<file path="src/rtl/pacer_counters_map.svh">
// Offsets, field positions, reset values and timing counts of the counter block.
// Assumes an 8-bit byte-wide host port addressed by the low byte of the offset.
`ifndef PACER_COUNTERS_MAP_SVH
`define PACER_COUNTERS_MAP_SVH

// ------------------------------------------------------------
// Register offsets
// ------------------------------------------------------------
`define CNT0_PORT_OFF  8'h40
`define CNT1_PORT_OFF  8'h42
`define CNT2_PORT_OFF  8'h44
`define CTRL_WORD_OFF  8'h46

// ------------------------------------------------------------
// Control word fields
// ------------------------------------------------------------
`define SEL_HI_BIT     7
`define SEL_LO_BIT     6
`define ACC_HI_BIT     5
`define ACC_LO_BIT     4
`define MODE_HI_BIT    3
`define MODE_LO_BIT    1
`define DECIMAL_BIT    0
`define SEL_ILLEGAL    2'h3

// ------------------------------------------------------------
// Reset values
// ------------------------------------------------------------
`define COUNT_RESET    16'h0000
`define RDATA_RESET    8'h00

// ------------------------------------------------------------
// Timing
// ------------------------------------------------------------
`define CLK_HZ         40000000
`define BASE_HZ        2000000
`define BASE_DIV       (`CLK_HZ / `BASE_HZ)

`endif

</file>
<file path="src/rtl/pacer_counters_pkg.sv">
// Types shared by the counter block.
// Assumes the map header supplies all numeric constants.
package pacer_counters_pkg;

  // ----------------------------------------------------------
  // Operating modes and byte access kinds
  // ----------------------------------------------------------
  typedef enum logic [2:0] {
    MODE_ZERO,
    MODE_ONE,
    MODE_TWO,
    MODE_THREE,
    MODE_FOUR,
    MODE_FIVE
  } op_mode_t;

  typedef enum logic [1:0] {
    ACC_LATCH,
    ACC_LOW,
    ACC_HIGH,
    ACC_LOW_HIGH
  } access_t;

endpackage

</file>
<file path="src/rtl/count_step_down.sv">
// One-step down counter in binary or four-digit decimal code.
// Assumes the caller applies the step only on its own clock enable.
`timescale 1ns/1ps

module count_step_down (
  // Current count and code
  input  wire logic [15:0] count_in,
  input  wire logic        decimal,
  // Count less one
  output logic [15:0]      count_out
);

  logic [3:0]  borrow;
  logic [15:0] dec_val;

  assign borrow[0] = 1'b1;

  // ----------------------------------------------------------
  // Decimal digit chain; zero wraps to 9999
  // ----------------------------------------------------------
  genvar d;
  generate
    for (d = 0; d < 4; d++) begin : g_digit
      logic [3:0] dig;
      assign dig = count_in[d*4 +: 4];
      assign dec_val[d*4 +: 4] = !borrow[d] ? dig :
                                 (dig == 4'h0) ? 4'h9 : dig - 4'h1;
      if (d < 3) begin : g_borrow
        assign borrow[d+1] = borrow[d] && (dig == 4'h0);
      end
    end
  endgenerate

  // Binary zero wraps to 65535
  assign count_out = decimal ? dec_val : count_in - 16'h0001;

endmodule // count_step_down

</file>
<file path="src/rtl/pacer_pretrigger_counters.sv">
// Three-channel interval counter block with chained pacer and pre-trigger stop.
// Assumes host strobes are one-cycle pulses synchronous to clk.
`timescale 1ns/1ps
`include "pacer_counters_map.svh"

module pacer_pretrigger_counters (
  // Clock and reset
  input  wire logic       clk,
  input  wire logic       nrst,
  // Host byte port
  input  wire logic [7:0] reg_addr,
  input  wire logic       reg_wr,
  input  wire logic       reg_rd,
  input  wire logic [7:0] reg_wdata,
  output logic [7:0]      reg_rdata,
  // Trigger control
  input  wire logic       ad_src_ext_sel,
  input  wire logic       ext_ad_trigger,
  input  wire logic       pretrigger_mode_en,
  input  wire logic       pretrigger_input,
  // Interrupt source
  input  wire logic       irq_src_pacer_sel,
  input  wire logic       ext_irq_input,
  // Results
  output logic            ad_trigger,
  output logic            pacer_out,
  output logic            second_irq_line,
  output logic            ad_stopped
);

  localparam int NCH = 3;

  // ----------------------------------------------------------
  // Channel state
  // ----------------------------------------------------------
  logic [15:0]                    count_reg   [NCH];
  logic [15:0]                    reload_reg  [NCH];
  logic [15:0]                    latch_reg   [NCH];
  pacer_counters_pkg::op_mode_t   mode_reg    [NCH];
  pacer_counters_pkg::access_t    acc_reg     [NCH];
  logic                           dec_reg     [NCH];
  logic                           out_reg     [NCH];
  logic                           armed_reg   [NCH];
  logic                           load_reg    [NCH];
  logic                           trig_reg    [NCH];
  logic                           gprev_reg   [NCH];
  logic                           latched_reg [NCH];
  logic                           wptr_reg    [NCH];
  logic                           rptr_reg    [NCH];
  logic                           zero_reg    [NCH];
  logic [15:0]                    dec1        [NCH];
  logic [15:0]                    dec2        [NCH];
  logic [NCH-1:0]                 ce;
  logic [NCH-1:0]                 gate;

  // ----------------------------------------------------------
  // Shared state
  // ----------------------------------------------------------
  logic [4:0] base_cnt_reg;
  logic       base_tick_reg;
  logic       out1_prev_reg;
  logic       out2_prev_reg;
  logic       pt_prev_reg;
  logic       gate0_reg;
  logic       stop_reg;
  logic       ad_trig_reg;
  logic       irq2_reg;
  logic [7:0] rdata_reg;
  logic       ctrl_wr;
  logic       pacer_rise;
  logic       pt_fall;
  logic [7:0] rd_byte;

  // ----------------------------------------------------------
  // Control word decode
  // ----------------------------------------------------------
  function automatic pacer_counters_pkg::op_mode_t mode_of(input logic [2:0] m);
    if (m[1:0] == 2'h2)
      return pacer_counters_pkg::MODE_TWO;
    if (m[1:0] == 2'h3)
      return pacer_counters_pkg::MODE_THREE;
    unique case (m)
      3'h0:    return pacer_counters_pkg::MODE_ZERO;
      3'h1:    return pacer_counters_pkg::MODE_ONE;
      3'h4:    return pacer_counters_pkg::MODE_FOUR;
      default: return pacer_counters_pkg::MODE_FIVE;
    endcase
  endfunction

  function automatic pacer_counters_pkg::access_t acc_of(input logic [1:0] a);
    unique case (a)
      2'h0:    return pacer_counters_pkg::ACC_LATCH;
      2'h1:    return pacer_counters_pkg::ACC_LOW;
      2'h2:    return pacer_counters_pkg::ACC_HIGH;
      default: return pacer_counters_pkg::ACC_LOW_HIGH;
    endcase
  endfunction

  assign ctrl_wr = reg_wr && (reg_addr == `CTRL_WORD_OFF);

  // ----------------------------------------------------------
  // Base clock enable, 2 MHz from the system clock
  // ----------------------------------------------------------
  always_ff @(posedge clk) begin
    if (!nrst) begin
      base_cnt_reg  <= 5'h00;
      base_tick_reg <= 1'b0;
    end else if (base_cnt_reg == 5'(`BASE_DIV - 1)) begin
      base_cnt_reg  <= 5'h00;
      base_tick_reg <= 1'b1;
    end else begin
      base_cnt_reg  <= base_cnt_reg + 5'h01;
      base_tick_reg <= 1'b0;
    end
  end

  // ----------------------------------------------------------
  // Channel clocks and gates
  // ----------------------------------------------------------
  assign ce[0]   = ad_trig_reg;
  assign ce[1]   = base_tick_reg;
  assign ce[2]   = out_reg[1] && !out1_prev_reg;
  assign gate[0] = gate0_reg;
  assign gate[1] = 1'b1;
  assign gate[2] = 1'b1;

  // ----------------------------------------------------------
  // Counter channels
  // ----------------------------------------------------------
  genvar i;
  generate
    for (i = 0; i < NCH; i++) begin : g_ch
      logic wr_hit;
      logic rd_hit;
      logic cw_hit;
      logic tc;

      assign wr_hit = reg_wr && (reg_addr == 8'(`CNT0_PORT_OFF + 2 * i));
      assign rd_hit = reg_rd && (reg_addr == 8'(`CNT0_PORT_OFF + 2 * i));
      assign cw_hit = ctrl_wr && (reg_wdata[`SEL_HI_BIT:`SEL_LO_BIT] == 2'(i));
      assign tc     = (count_reg[i] == 16'h0001);

      count_step_down u_dec1 (
        .count_in  (count_reg[i]),
        .decimal   (dec_reg[i]),
        .count_out (dec1[i])
      );
      count_step_down u_dec2 (
        .count_in  (dec1[i]),
        .decimal   (dec_reg[i]),
        .count_out (dec2[i])
      );

      always_ff @(posedge clk) begin
        if (!nrst) begin
          count_reg[i]   <= `COUNT_RESET;
          reload_reg[i]  <= `COUNT_RESET;
          latch_reg[i]   <= `COUNT_RESET;
          mode_reg[i]    <= pacer_counters_pkg::MODE_ZERO;
          acc_reg[i]     <= pacer_counters_pkg::ACC_LOW_HIGH;
          dec_reg[i]     <= 1'b0;
          out_reg[i]     <= 1'b1;
          armed_reg[i]   <= 1'b0;
          load_reg[i]    <= 1'b0;
          trig_reg[i]    <= 1'b0;
          gprev_reg[i]   <= 1'b0;
          latched_reg[i] <= 1'b0;
          wptr_reg[i]    <= 1'b0;
          rptr_reg[i]    <= 1'b0;
          zero_reg[i]    <= 1'b0;
        end else begin
          gprev_reg[i] <= gate[i];
          zero_reg[i] <= ce[i] && armed_reg[i] && gate[i] && tc;
          // Counting engine, one step per channel enable, two steps in mode 3
          if (ce[i]) begin
            if (!armed_reg[i] && !out_reg[i] &&
                (mode_reg[i] == pacer_counters_pkg::MODE_FOUR ||
                 mode_reg[i] == pacer_counters_pkg::MODE_FIVE))
              out_reg[i] <= 1'b1;
            if (trig_reg[i] &&
                (mode_reg[i] == pacer_counters_pkg::MODE_ONE ||
                 mode_reg[i] == pacer_counters_pkg::MODE_FIVE)) begin
              trig_reg[i]  <= 1'b0;
              count_reg[i] <= reload_reg[i];
              armed_reg[i] <= 1'b1;
              out_reg[i]   <= (mode_reg[i] == pacer_counters_pkg::MODE_FIVE);
            end else if (load_reg[i] && (!armed_reg[i] ||
                         mode_reg[i] == pacer_counters_pkg::MODE_ZERO ||
                         mode_reg[i] == pacer_counters_pkg::MODE_FOUR)) begin
              load_reg[i]  <= 1'b0;
              count_reg[i] <= reload_reg[i];
              armed_reg[i] <= 1'b1;
            end else if (armed_reg[i]) begin
              unique case (mode_reg[i])
                pacer_counters_pkg::MODE_ZERO: begin
                  if (gate[i]) begin
                    count_reg[i] <= dec1[i];
                    if (tc)
                      out_reg[i] <= 1'b1;
                  end
                end
                pacer_counters_pkg::MODE_ONE: begin
                  count_reg[i] <= dec1[i];
                  if (tc) begin
                    out_reg[i]   <= 1'b1;
                    armed_reg[i] <= 1'b0;
                  end
                end
                pacer_counters_pkg::MODE_TWO: begin
                  // Low for one period before reload
                  if (gate[i]) begin
                    if (tc) begin
                      out_reg[i]   <= 1'b1;
                      count_reg[i] <= reload_reg[i];
                      load_reg[i]  <= 1'b0;
                    end else begin
                      out_reg[i]   <= (count_reg[i] != 16'h0002);
                      count_reg[i] <= dec1[i];
                    end
                  end
                end
                pacer_counters_pkg::MODE_THREE: begin
                  // Odd counts run one step long; both half periods stay equal
                  if (gate[i]) begin
                    if (count_reg[i] == 16'h0002 || tc) begin
                      out_reg[i]   <= !out_reg[i];
                      count_reg[i] <= reload_reg[i];
                      load_reg[i]  <= 1'b0;
                    end else
                      count_reg[i] <= dec2[i];
                  end
                end
                default: begin
                  // Modes 4 and 5: one low strobe at terminal count
                  if (gate[i] || mode_reg[i] == pacer_counters_pkg::MODE_FIVE) begin
                    count_reg[i] <= dec1[i];
                    if (tc) begin
                      out_reg[i]   <= 1'b0;
                      armed_reg[i] <= 1'b0;
                    end
                  end
                end
              endcase
            end
          end
          // Host side wins over the engine in the same cycle
          if (cw_hit) begin
            if (reg_wdata[`ACC_HI_BIT:`ACC_LO_BIT] == 2'h0) begin
              if (!latched_reg[i]) begin
                latch_reg[i]   <= count_reg[i];
                latched_reg[i] <= 1'b1;
              end
            end else begin
              acc_reg[i]   <= acc_of(reg_wdata[`ACC_HI_BIT:`ACC_LO_BIT]);
              mode_reg[i]  <= mode_of(reg_wdata[`MODE_HI_BIT:`MODE_LO_BIT]);
              dec_reg[i]   <= reg_wdata[`DECIMAL_BIT];
              wptr_reg[i]  <= 1'b0;
              rptr_reg[i]  <= 1'b0;
              out_reg[i]   <= (reg_wdata[`MODE_HI_BIT:`MODE_LO_BIT] != 3'h0);
              armed_reg[i] <= 1'b0;
              load_reg[i]  <= 1'b0;
              trig_reg[i]  <= 1'b0;
            end
          end else if (wr_hit) begin
            unique case (acc_reg[i])
              pacer_counters_pkg::ACC_LOW: begin
                reload_reg[i] <= {8'h00, reg_wdata};
                load_reg[i]   <= 1'b1;
              end
              pacer_counters_pkg::ACC_HIGH: begin
                reload_reg[i] <= {reg_wdata, 8'h00};
                load_reg[i]   <= 1'b1;
              end
              default: begin
                if (!wptr_reg[i])
                  reload_reg[i][7:0] <= reg_wdata;
                else begin
                  reload_reg[i][15:8] <= reg_wdata;
                  load_reg[i]         <= 1'b1;
                end
                wptr_reg[i] <= !wptr_reg[i];
              end
            endcase
            if (mode_reg[i] == pacer_counters_pkg::MODE_ZERO &&
                (acc_reg[i] != pacer_counters_pkg::ACC_LOW_HIGH || !wptr_reg[i]))
              out_reg[i] <= 1'b0;
          end else if (rd_hit) begin
            if (acc_reg[i] == pacer_counters_pkg::ACC_LOW_HIGH)
              rptr_reg[i] <= !rptr_reg[i];
            if (acc_reg[i] != pacer_counters_pkg::ACC_LOW_HIGH || rptr_reg[i])
              latched_reg[i] <= 1'b0;
          end
          // Gate rise arms the triggered modes; set wins over any clear
          if (gate[i] && !gprev_reg[i])
            trig_reg[i] <= 1'b1;
        end
      end
    end
  endgenerate

  // ----------------------------------------------------------
  // Read data; control word and unmapped offsets read zero
  // ----------------------------------------------------------
  always_comb begin
    logic [1:0]  ch;
    logic [15:0] src;
    logic        hi;
    ch      = reg_addr[2:1];
    rd_byte = 8'h00;
    src     = 16'h0000;
    hi      = 1'b0;
    if (reg_addr[7:3] == 5'(`CNT0_PORT_OFF >> 3) && !reg_addr[0] && ch != 2'h3) begin
      src     = latched_reg[ch] ? latch_reg[ch] : count_reg[ch];
      hi      = (acc_reg[ch] == pacer_counters_pkg::ACC_HIGH) ||
                (acc_reg[ch] == pacer_counters_pkg::ACC_LOW_HIGH && rptr_reg[ch]);
      rd_byte = hi ? src[15:8] : src[7:0];
    end
  end

  always_ff @(posedge clk) begin
    if (!nrst)
      rdata_reg <= `RDATA_RESET;
    else if (reg_rd)
      rdata_reg <= rd_byte;
  end

  // ----------------------------------------------------------
  // Pacer, pre-trigger and A/D trigger
  // ----------------------------------------------------------
  assign pacer_rise = out_reg[2] && !out2_prev_reg;
  assign pt_fall    = pt_prev_reg && !pretrigger_input;

  always_ff @(posedge clk) begin
    if (!nrst) begin
      out1_prev_reg <= 1'b1;
      out2_prev_reg <= 1'b1;
      pt_prev_reg   <= 1'b0;
    end else begin
      out1_prev_reg <= out_reg[1];
      out2_prev_reg <= out_reg[2];
      pt_prev_reg   <= pretrigger_input;
    end
  end

  // Gate set wins over the zero_reg clear in the same cycle
  always_ff @(posedge clk) begin
    if (!nrst)
      gate0_reg <= 1'b0;
    else if (!pretrigger_mode_en)
      gate0_reg <= 1'b0;
    else if (pt_fall)
      gate0_reg <= 1'b1;
    else if (zero_reg[0])
      gate0_reg <= 1'b0;
  end

  always_ff @(posedge clk) begin
    if (!nrst)
      stop_reg <= 1'b0;
    else if (!pretrigger_mode_en)
      stop_reg <= 1'b0;
    else if (zero_reg[0] && gate0_reg)
      stop_reg <= 1'b1;
  end

  always_ff @(posedge clk) begin
    if (!nrst)
      ad_trig_reg <= 1'b0;
    else
      ad_trig_reg <= (ad_src_ext_sel ? ext_ad_trigger : pacer_rise) && !stop_reg;
  end

  always_ff @(posedge clk) begin
    if (!nrst)
      irq2_reg <= 1'b0;
    else
      irq2_reg <= irq_src_pacer_sel ? out_reg[2] : ext_irq_input;
  end

  // ----------------------------------------------------------
  // Outputs
  // ----------------------------------------------------------
  assign reg_rdata       = rdata_reg;
  assign ad_trigger      = ad_trig_reg;
  assign pacer_out       = out_reg[2];
  assign second_irq_line = irq2_reg;
  assign ad_stopped      = stop_reg;

endmodule // pacer_pretrigger_counters

</file>
<file path="config.mk">
export PLATFORM = sky130hd
export DESIGN_NAME = pacer_pretrigger_counters
export DESIGN_NICKNAME = d
export VERILOG_FILES = /design/src/rtl/pacer_counters_pkg.sv /design/src/rtl/count_step_down.sv /design/src/rtl/pacer_pretrigger_counters.sv
export VERILOG_INCLUDE_DIRS = /design/src /design/src/rtl
export SDC_FILE = /design/constraint.sdc
export NUM_CORES = 1
export LEC_CHECK = 0
export ABC_CLOCK_PERIOD_IN_PS = 5250
export BUFFER_PORTS_ARGS = -buffer_cell sky130_fd_sc_hd__buf_2
export CAP_MARGIN = 25
export CORE_MARGIN = 5
export CORE_UTILIZATION = 44
export DETAILED_ROUTE_END_ITERATION = 10
export GPL_TIMING_DRIVEN = 0
export HOLD_SLACK_MARGIN = 0.03
export PLACE_DENSITY = 0.58
export SLEW_MARGIN = 20
export SYNTH_ARGS = -nofsm -noshare
export SYNTH_HDL_FRONTEND = slang
export SYNTH_HIERARCHICAL = 1
export SYNTH_SLANG_ARGS = --single-unit
</file>
<file path="constraint.sdc">
create_clock -name clk -period 5.25 [get_ports clk]
set_input_delay 1.05 -clock clk [delete_from_list [all_inputs] [get_ports clk]]
set_output_delay 1.05 -clock clk [all_outputs]
set_load 0.01 [all_outputs]
</file>
Word level (Yosys, flattened, before mapping). Memories as Yosys holds them, arrays and structs flattened. Index checks and enable logic that the tools add are counted.

Bits in writable memories: 189. Flip-flop bits (word level): 21. Memories kept: 15. Input port bits: 26. Output and inout port bits: 12.

Multiplexer cells: 689. Bitwise gates (word level): 151. $add $sub $neg: 31. Reductions and logical operators: 134. Equality and inequality tests: 53.

Memory list: count_reg (words 3, bits a word 16, rd ports 4, clocked after Yosys merged registers in 0, wr ports 3, RTL line pacer_pretrigger_counters.sv:36) `logic [15:0] count_reg [NCH];`; latch_reg (words 3, bits a word 16, rd ports 1, clocked after Yosys merged registers in 0, wr ports 3, RTL line pacer_pretrigger_counters.sv:38) `logic [15:0] latch_reg [NCH];`; reload_reg (words 3, bits a word 16, rd ports 3, clocked after Yosys merged registers in 0, wr ports 3, RTL line pacer_pretrigger_counters.sv:37) `logic [15:0] reload_reg [NCH];`; mode_reg (words 3, bits a word 3, rd ports 3, clocked after Yosys merged registers in 0, wr ports 3, RTL line pacer_pretrigger_counters.sv:39) `pacer_counters_pkg::op_mode_t mode_reg [NCH];`; acc_reg (words 3, bits a word 2, rd ports 4, clocked after Yosys merged registers in 0, wr ports 3, RTL line pacer_pretrigger_counters.sv:40) `pacer_counters_pkg::access_t acc_reg [NCH];`; armed_reg (words 3, bits a word 1, rd ports 3, clocked after Yosys merged registers in 0, wr ports 3, RTL line pacer_pretrigger_counters.sv:43) `logic armed_reg [NCH];`; 9 more memories.

Operators by type and width (number): $mux 16 (43); $mux 1 (564); $mux 4 (42); $or 1x1->1 (150); $logic_not 4->1 (24); $sub 16x1->16 const B (6); $sub 4x1->4 const B (24); $mux 8 (8); $mux 3 (20); $logic_and 1x1->1 (53); $eq 16x1->1 const B (3); $eq 16x2->1 const B (3); $ne 16x2->1 const B (3); $eq 8x7->1 const B (4); $eq 2x2->1 const B (12); $logic_or 1x1->1 (23); $eq 3x3->1 const B (7); $mux 2 (10); $eq 3x2->1 const B (6); $logic_not 1->1 (18); $eq 3x1->1 const B (4); $logic_not 3->1 (4); $reduce_or 4->1 (3); $eq 2x1->1 const B (5); 12 further kinds (19).

Longest topological paths before layout. An unclocked memory read counts as a cell.

Word-level depth: 19. Depth in mapped cells: 15.

Cells and area by module. The synthesis kept the hierarchy.

Modules (own cells, without submodules): pacer_pretrigger_counters (cells each 948, instances 1, area each 10616.4 um^2, sequential area each 5895.7 um^2); count_step_down (g_ch[0].u_dec1 ...) (cells each 69, instances 3, area each 459.2 um^2, sequential area each 0.0 um^2); count_step_down (g_ch[1].u_dec2) (cells each 75, instances 1, area each 501.7 um^2, sequential area each 0.0 um^2); count_step_down (g_ch[2].u_dec2) (cells each 62, instances 1, area each 407.9 um^2, sequential area each 0.0 um^2); count_step_down (g_ch[2].u_dec1) (cells each 61, instances 1, area each 404.1 um^2, sequential area each 0.0 um^2).

Worst setup path before layout. Ideal clock, no wire load.

Path kind: reg-to-reg. Start point: memory count_reg[0][6]. End point: memory count_reg[0][15], data pin. Data arrival time: 3.496 ns. Stages on the path, launching flop included: 10. Slack: 1.493 ns. Data required time: 4.989 ns. Path buffers: 0. Clock period less this slack: 3.757 ns. Setup time: 0.261 ns. Cells stage by stage: edfxtp_1 > or4_4 > or4b_4 > a21o_2 > a22o_1 > or4_1 > or3_1 > a211oi_1 > xor2_1 > a221o_1.

RTL lines (RTL line): start: declaration (pacer_pretrigger_counters.sv:36).

==> impl_metrics.ini <==
[power_and_ir_drop]
vdd_ir_drop_max_uv = 242.2
seqPwrFrac_pct = 47.0
p_int_mw = 3.034
p_per_area_nw_per_um2 = 271.3
swShare_pct = 24.81
p_switching_mw = 1.001
power_frac_clock_pct = 43.5
p_total_mw = 4.036
leakagePower_nw = 5.508
combPwrFrac_pct = 9.5

[place]
dp_hpwl_um = 27500
gp_congestion = 0.8970
port-buffer-count = 37

[setup_path]
worstSetupPathType = reg2reg
crit_required_ns = 5.52
cp-end-kind = flip-flop
cp_cell_sequence = inv_1 -> ha_1 -> nor4bb_1 -> nand2_1 -> a21o_2 -> a22o_1 -> or4_1 -> or3_1 -> a211oi_1 -> xor2_1 -> a221o_1
cp_slowest_cell = or4_1
crit_path_max_incr_delay_ns = 0.59
critPathMaxFanout = 9
arrival_ns = 4.56
start_kind = flip-flop
critPathTopFamily = simple AND/OR/NAND/NOR gates
reg2reg_setup_slack_ns = 0.96
timing.critical_path.buf_inv = 1

[synthesis]
syn_nets = 1401
netlist_area_um2 = 13310
postSynthAreaPerCell_um2 = 9.836
ys_ff_latch = 207
synth_edf_count = 175
yosysWarnings = 6
ys_seq_area_share_pct = 44.30
async_reset_ff_share_pct = 0
synth_flop_cell = edfxtp_1
synthCells = 1353
yosysUniqueCellTypes = 86

[route]
drc = 0
dr.first_iter.drc_count = 920
first_pass_iters = 8
wl_per_cell_um = 20.71
totalWireLength_um = 37970
ant_nets = 0
vias_per_cell = 5.998
vias = 11000

[layout]
nNetsFinal = 1470
fillers = 2772
multi_input_area_um2 = 6920
layout-drive-gt1-share_pct = 11.44
synthToLayoutAreaGrowth_pct = 11.78
regArea_um2 = 5896

[die]
die-area_um2 = 33820
die_y_um = 183.9
die_x_um = 183.9
core_area_um2 = 29720
ios = 38
start_util_pct = 44.78
num_rows = 63

[global_route]
gr-usage-met2_pct = 34.72
top_usage_layer = met2
grt_pass1_wl_um = 59520
grt_pass1_vias = 10390
grt_max_degree = 18
overflow = 0
grt_util_met3_pct = 2.315
antenna_found_initial = 1
use_met1_pct = 32.61
grt_usage_pct = 22.03

[sta]
setup_violations = 0
holdWs_ns = 0.4058
hold_viol = 0
slew_headroom_pct = 35.62
rsz0062_at_grt = false
fin_crit_ns = 4.294
finalCritPeriodShare_pct = 81.80
drv_slew = 0
tightest_slew_ns = 0.9532
fmax_mhz = 232.9
skew_ns = 0.01420
setup_tns_ns = 0

[run_status]
outcome = finished, final reports clean

[cts]
clk_latency_ns = 0.53
cts_tree = yes
ctsResizeCount = 0
numCtsBuffers = 26
htree_levels = 1
clkSlewWorstSetupHoldPaths_ns = 0.06
postCtsSetupRepairBufs = 0
clock_path_buffers = 3
cts.sink_count = 207
cts_root_buf = clkbuf_16
ctsHoldBuffers = 0

[job]
drv_cap = 0

[hold_path]
hold_path.class = reg2reg
==> through the flow <==
step | utilization [%] | cells | area (um^2) | setup slack (ns)
floorplan | - | 1353 | 13310 | 1.493
global placement | 47.05 | 1780 | 13980 | 0.3894
detailed placement | 47.12 | 1781 | 14000 | 0.6885
CTS | 49.99 | 1829 | 14860 | 1.005
global route | 50.04 | 1832 | 14870 | 0.7113
finish | 50.06 | 1834 | 14880 | 0.9556
==> cells in the mapped netlist (28+ instances only) <==
library cell | instances | area, um^2
edfxtp_1 | 175 | 5255
nand2_1 | 101 | 379.1
nor2_1 | 98 | 367.9
and2_1 | 96 | 600.6
a21oi_1 | 84 | 420.4
inv_1 | 67 | 251.5
o21ai_0 | 61 | 305.3
mux2i_1 | 39 | 390.4
nor2b_1 | 37 | 231.5
clkbuf_1 | 34 | 127.6
a221o_1 | 32 | 320.3
dfxtp_1 | 32 | 640.6
nand3_1 | 30 | 150.1
o31ai_1 | 30 | 225.2
nor4_1 | 28 | 175.2
==> power by group through the flow <==
stage	Clock, mW	Sequential [mW]	Combinational, mW
6_report	1.76	1.90	0.383
5_1_grt	1.86	1.90	0.419
4_1_cts	1.78	1.89	0.378
3_5_place_dp	0	1.93	0.376
3_3_place_gp	0	1.93	0.369
2_1_floorplan	0	1.90	0.263
==> worst reg2reg max path: cells and delay by family (launching register included) <==
family	cells	cell delay, ns
compound gates	4	1.14
xor+xnor	1	0.11
fa+ha+maj	1	0.20
buf+inv	1	0.14
flops	1	0.55
simple gates	4	1.91
==> layer usage <==
layer / wire length (um) / share of wire [%]
met1: 17710 / 47
met2: 17230 / 45
met3: 2137 / 5.6
met4: 896 / 2.4
met5: 0 / 0
==> final timing paths <==
kind / from / endpoint / cells after the start
hold / removal: gprev_reg[2] / trig_reg[2] / 1
setup reg to reg: count_reg[0][1] / count_reg[0][15] / 11
setup / recovery: count_reg[0][1] / count_reg[0][15] / 11
hold reg to reg: gprev_reg[2] / trig_reg[2] / 1
==> layout make-up <==
class | count | area share [%]
Inverter | 68 | 1.716
Antenna cell | 2 | 0.03364
Clock inverter | 10 | 0.4963
Multi-Input combinational cell | 1023 | 46.52
Buffer | 55 | 1.665
Clock buffer | 38 | 5.232
Tap cell | 390 | 3.280
Timing Repair Buffer | 41 | 1.421
Sequential cell | 207 | 39.63
==> placed cells by master, fill, tap and decap left out, types with 9 or more instances in the layout <==
| cell | n |
|---|---|
| nand2_1 | 101 |
| nand3_1 | 30 |
| nor2b_1 | 37 |
| o31ai_1 | 30 |
| clkbuf_1 | 40 |
| or3_1 | 12 |
| o221ai_1 | 21 |
| edfxtp_1 | 175 |
| mux2i_1 | 39 |
| nor4_1 | 28 |
| o211ai_1 | 9 |
| a221o_1 | 32 |
| a21oi_1 | 84 |
| dfxtp_1 | 32 |
| nand2b_1 | 24 |
| o21ai_0 | 57 |
| clkbuf_16 | 28 |
| inv_1 | 67 |
| a221oi_1 | 9 |
| nor3_1 | 26 |
| o41ai_1 | 10 |
| and2_1 | 96 |
| and3_1 | 26 |
| ha_1 | 22 |
| buf_2 | 50 |
| xor2_1 | 25 |
| nor2_1 | 98 |
| xnor2_1 | 20 |
| a22oi_1 | 11 |
| mux2_2 | 19 |
| o21a_1 | 10 |
==> cells by family after synthesis <==
group                    synth area share (%)
buffers and inverters                   3.779
AND/OR/NAND/NOR                         23.65
multiplexers                            4.541
flip-flops                              44.30
AO/OA/AOI/OAI                           18.70
XOR/XNOR                                2.962
adder cells (fa/ha/maj)                 2.068
No activity file was read; power rests on OpenSTA's default activity.
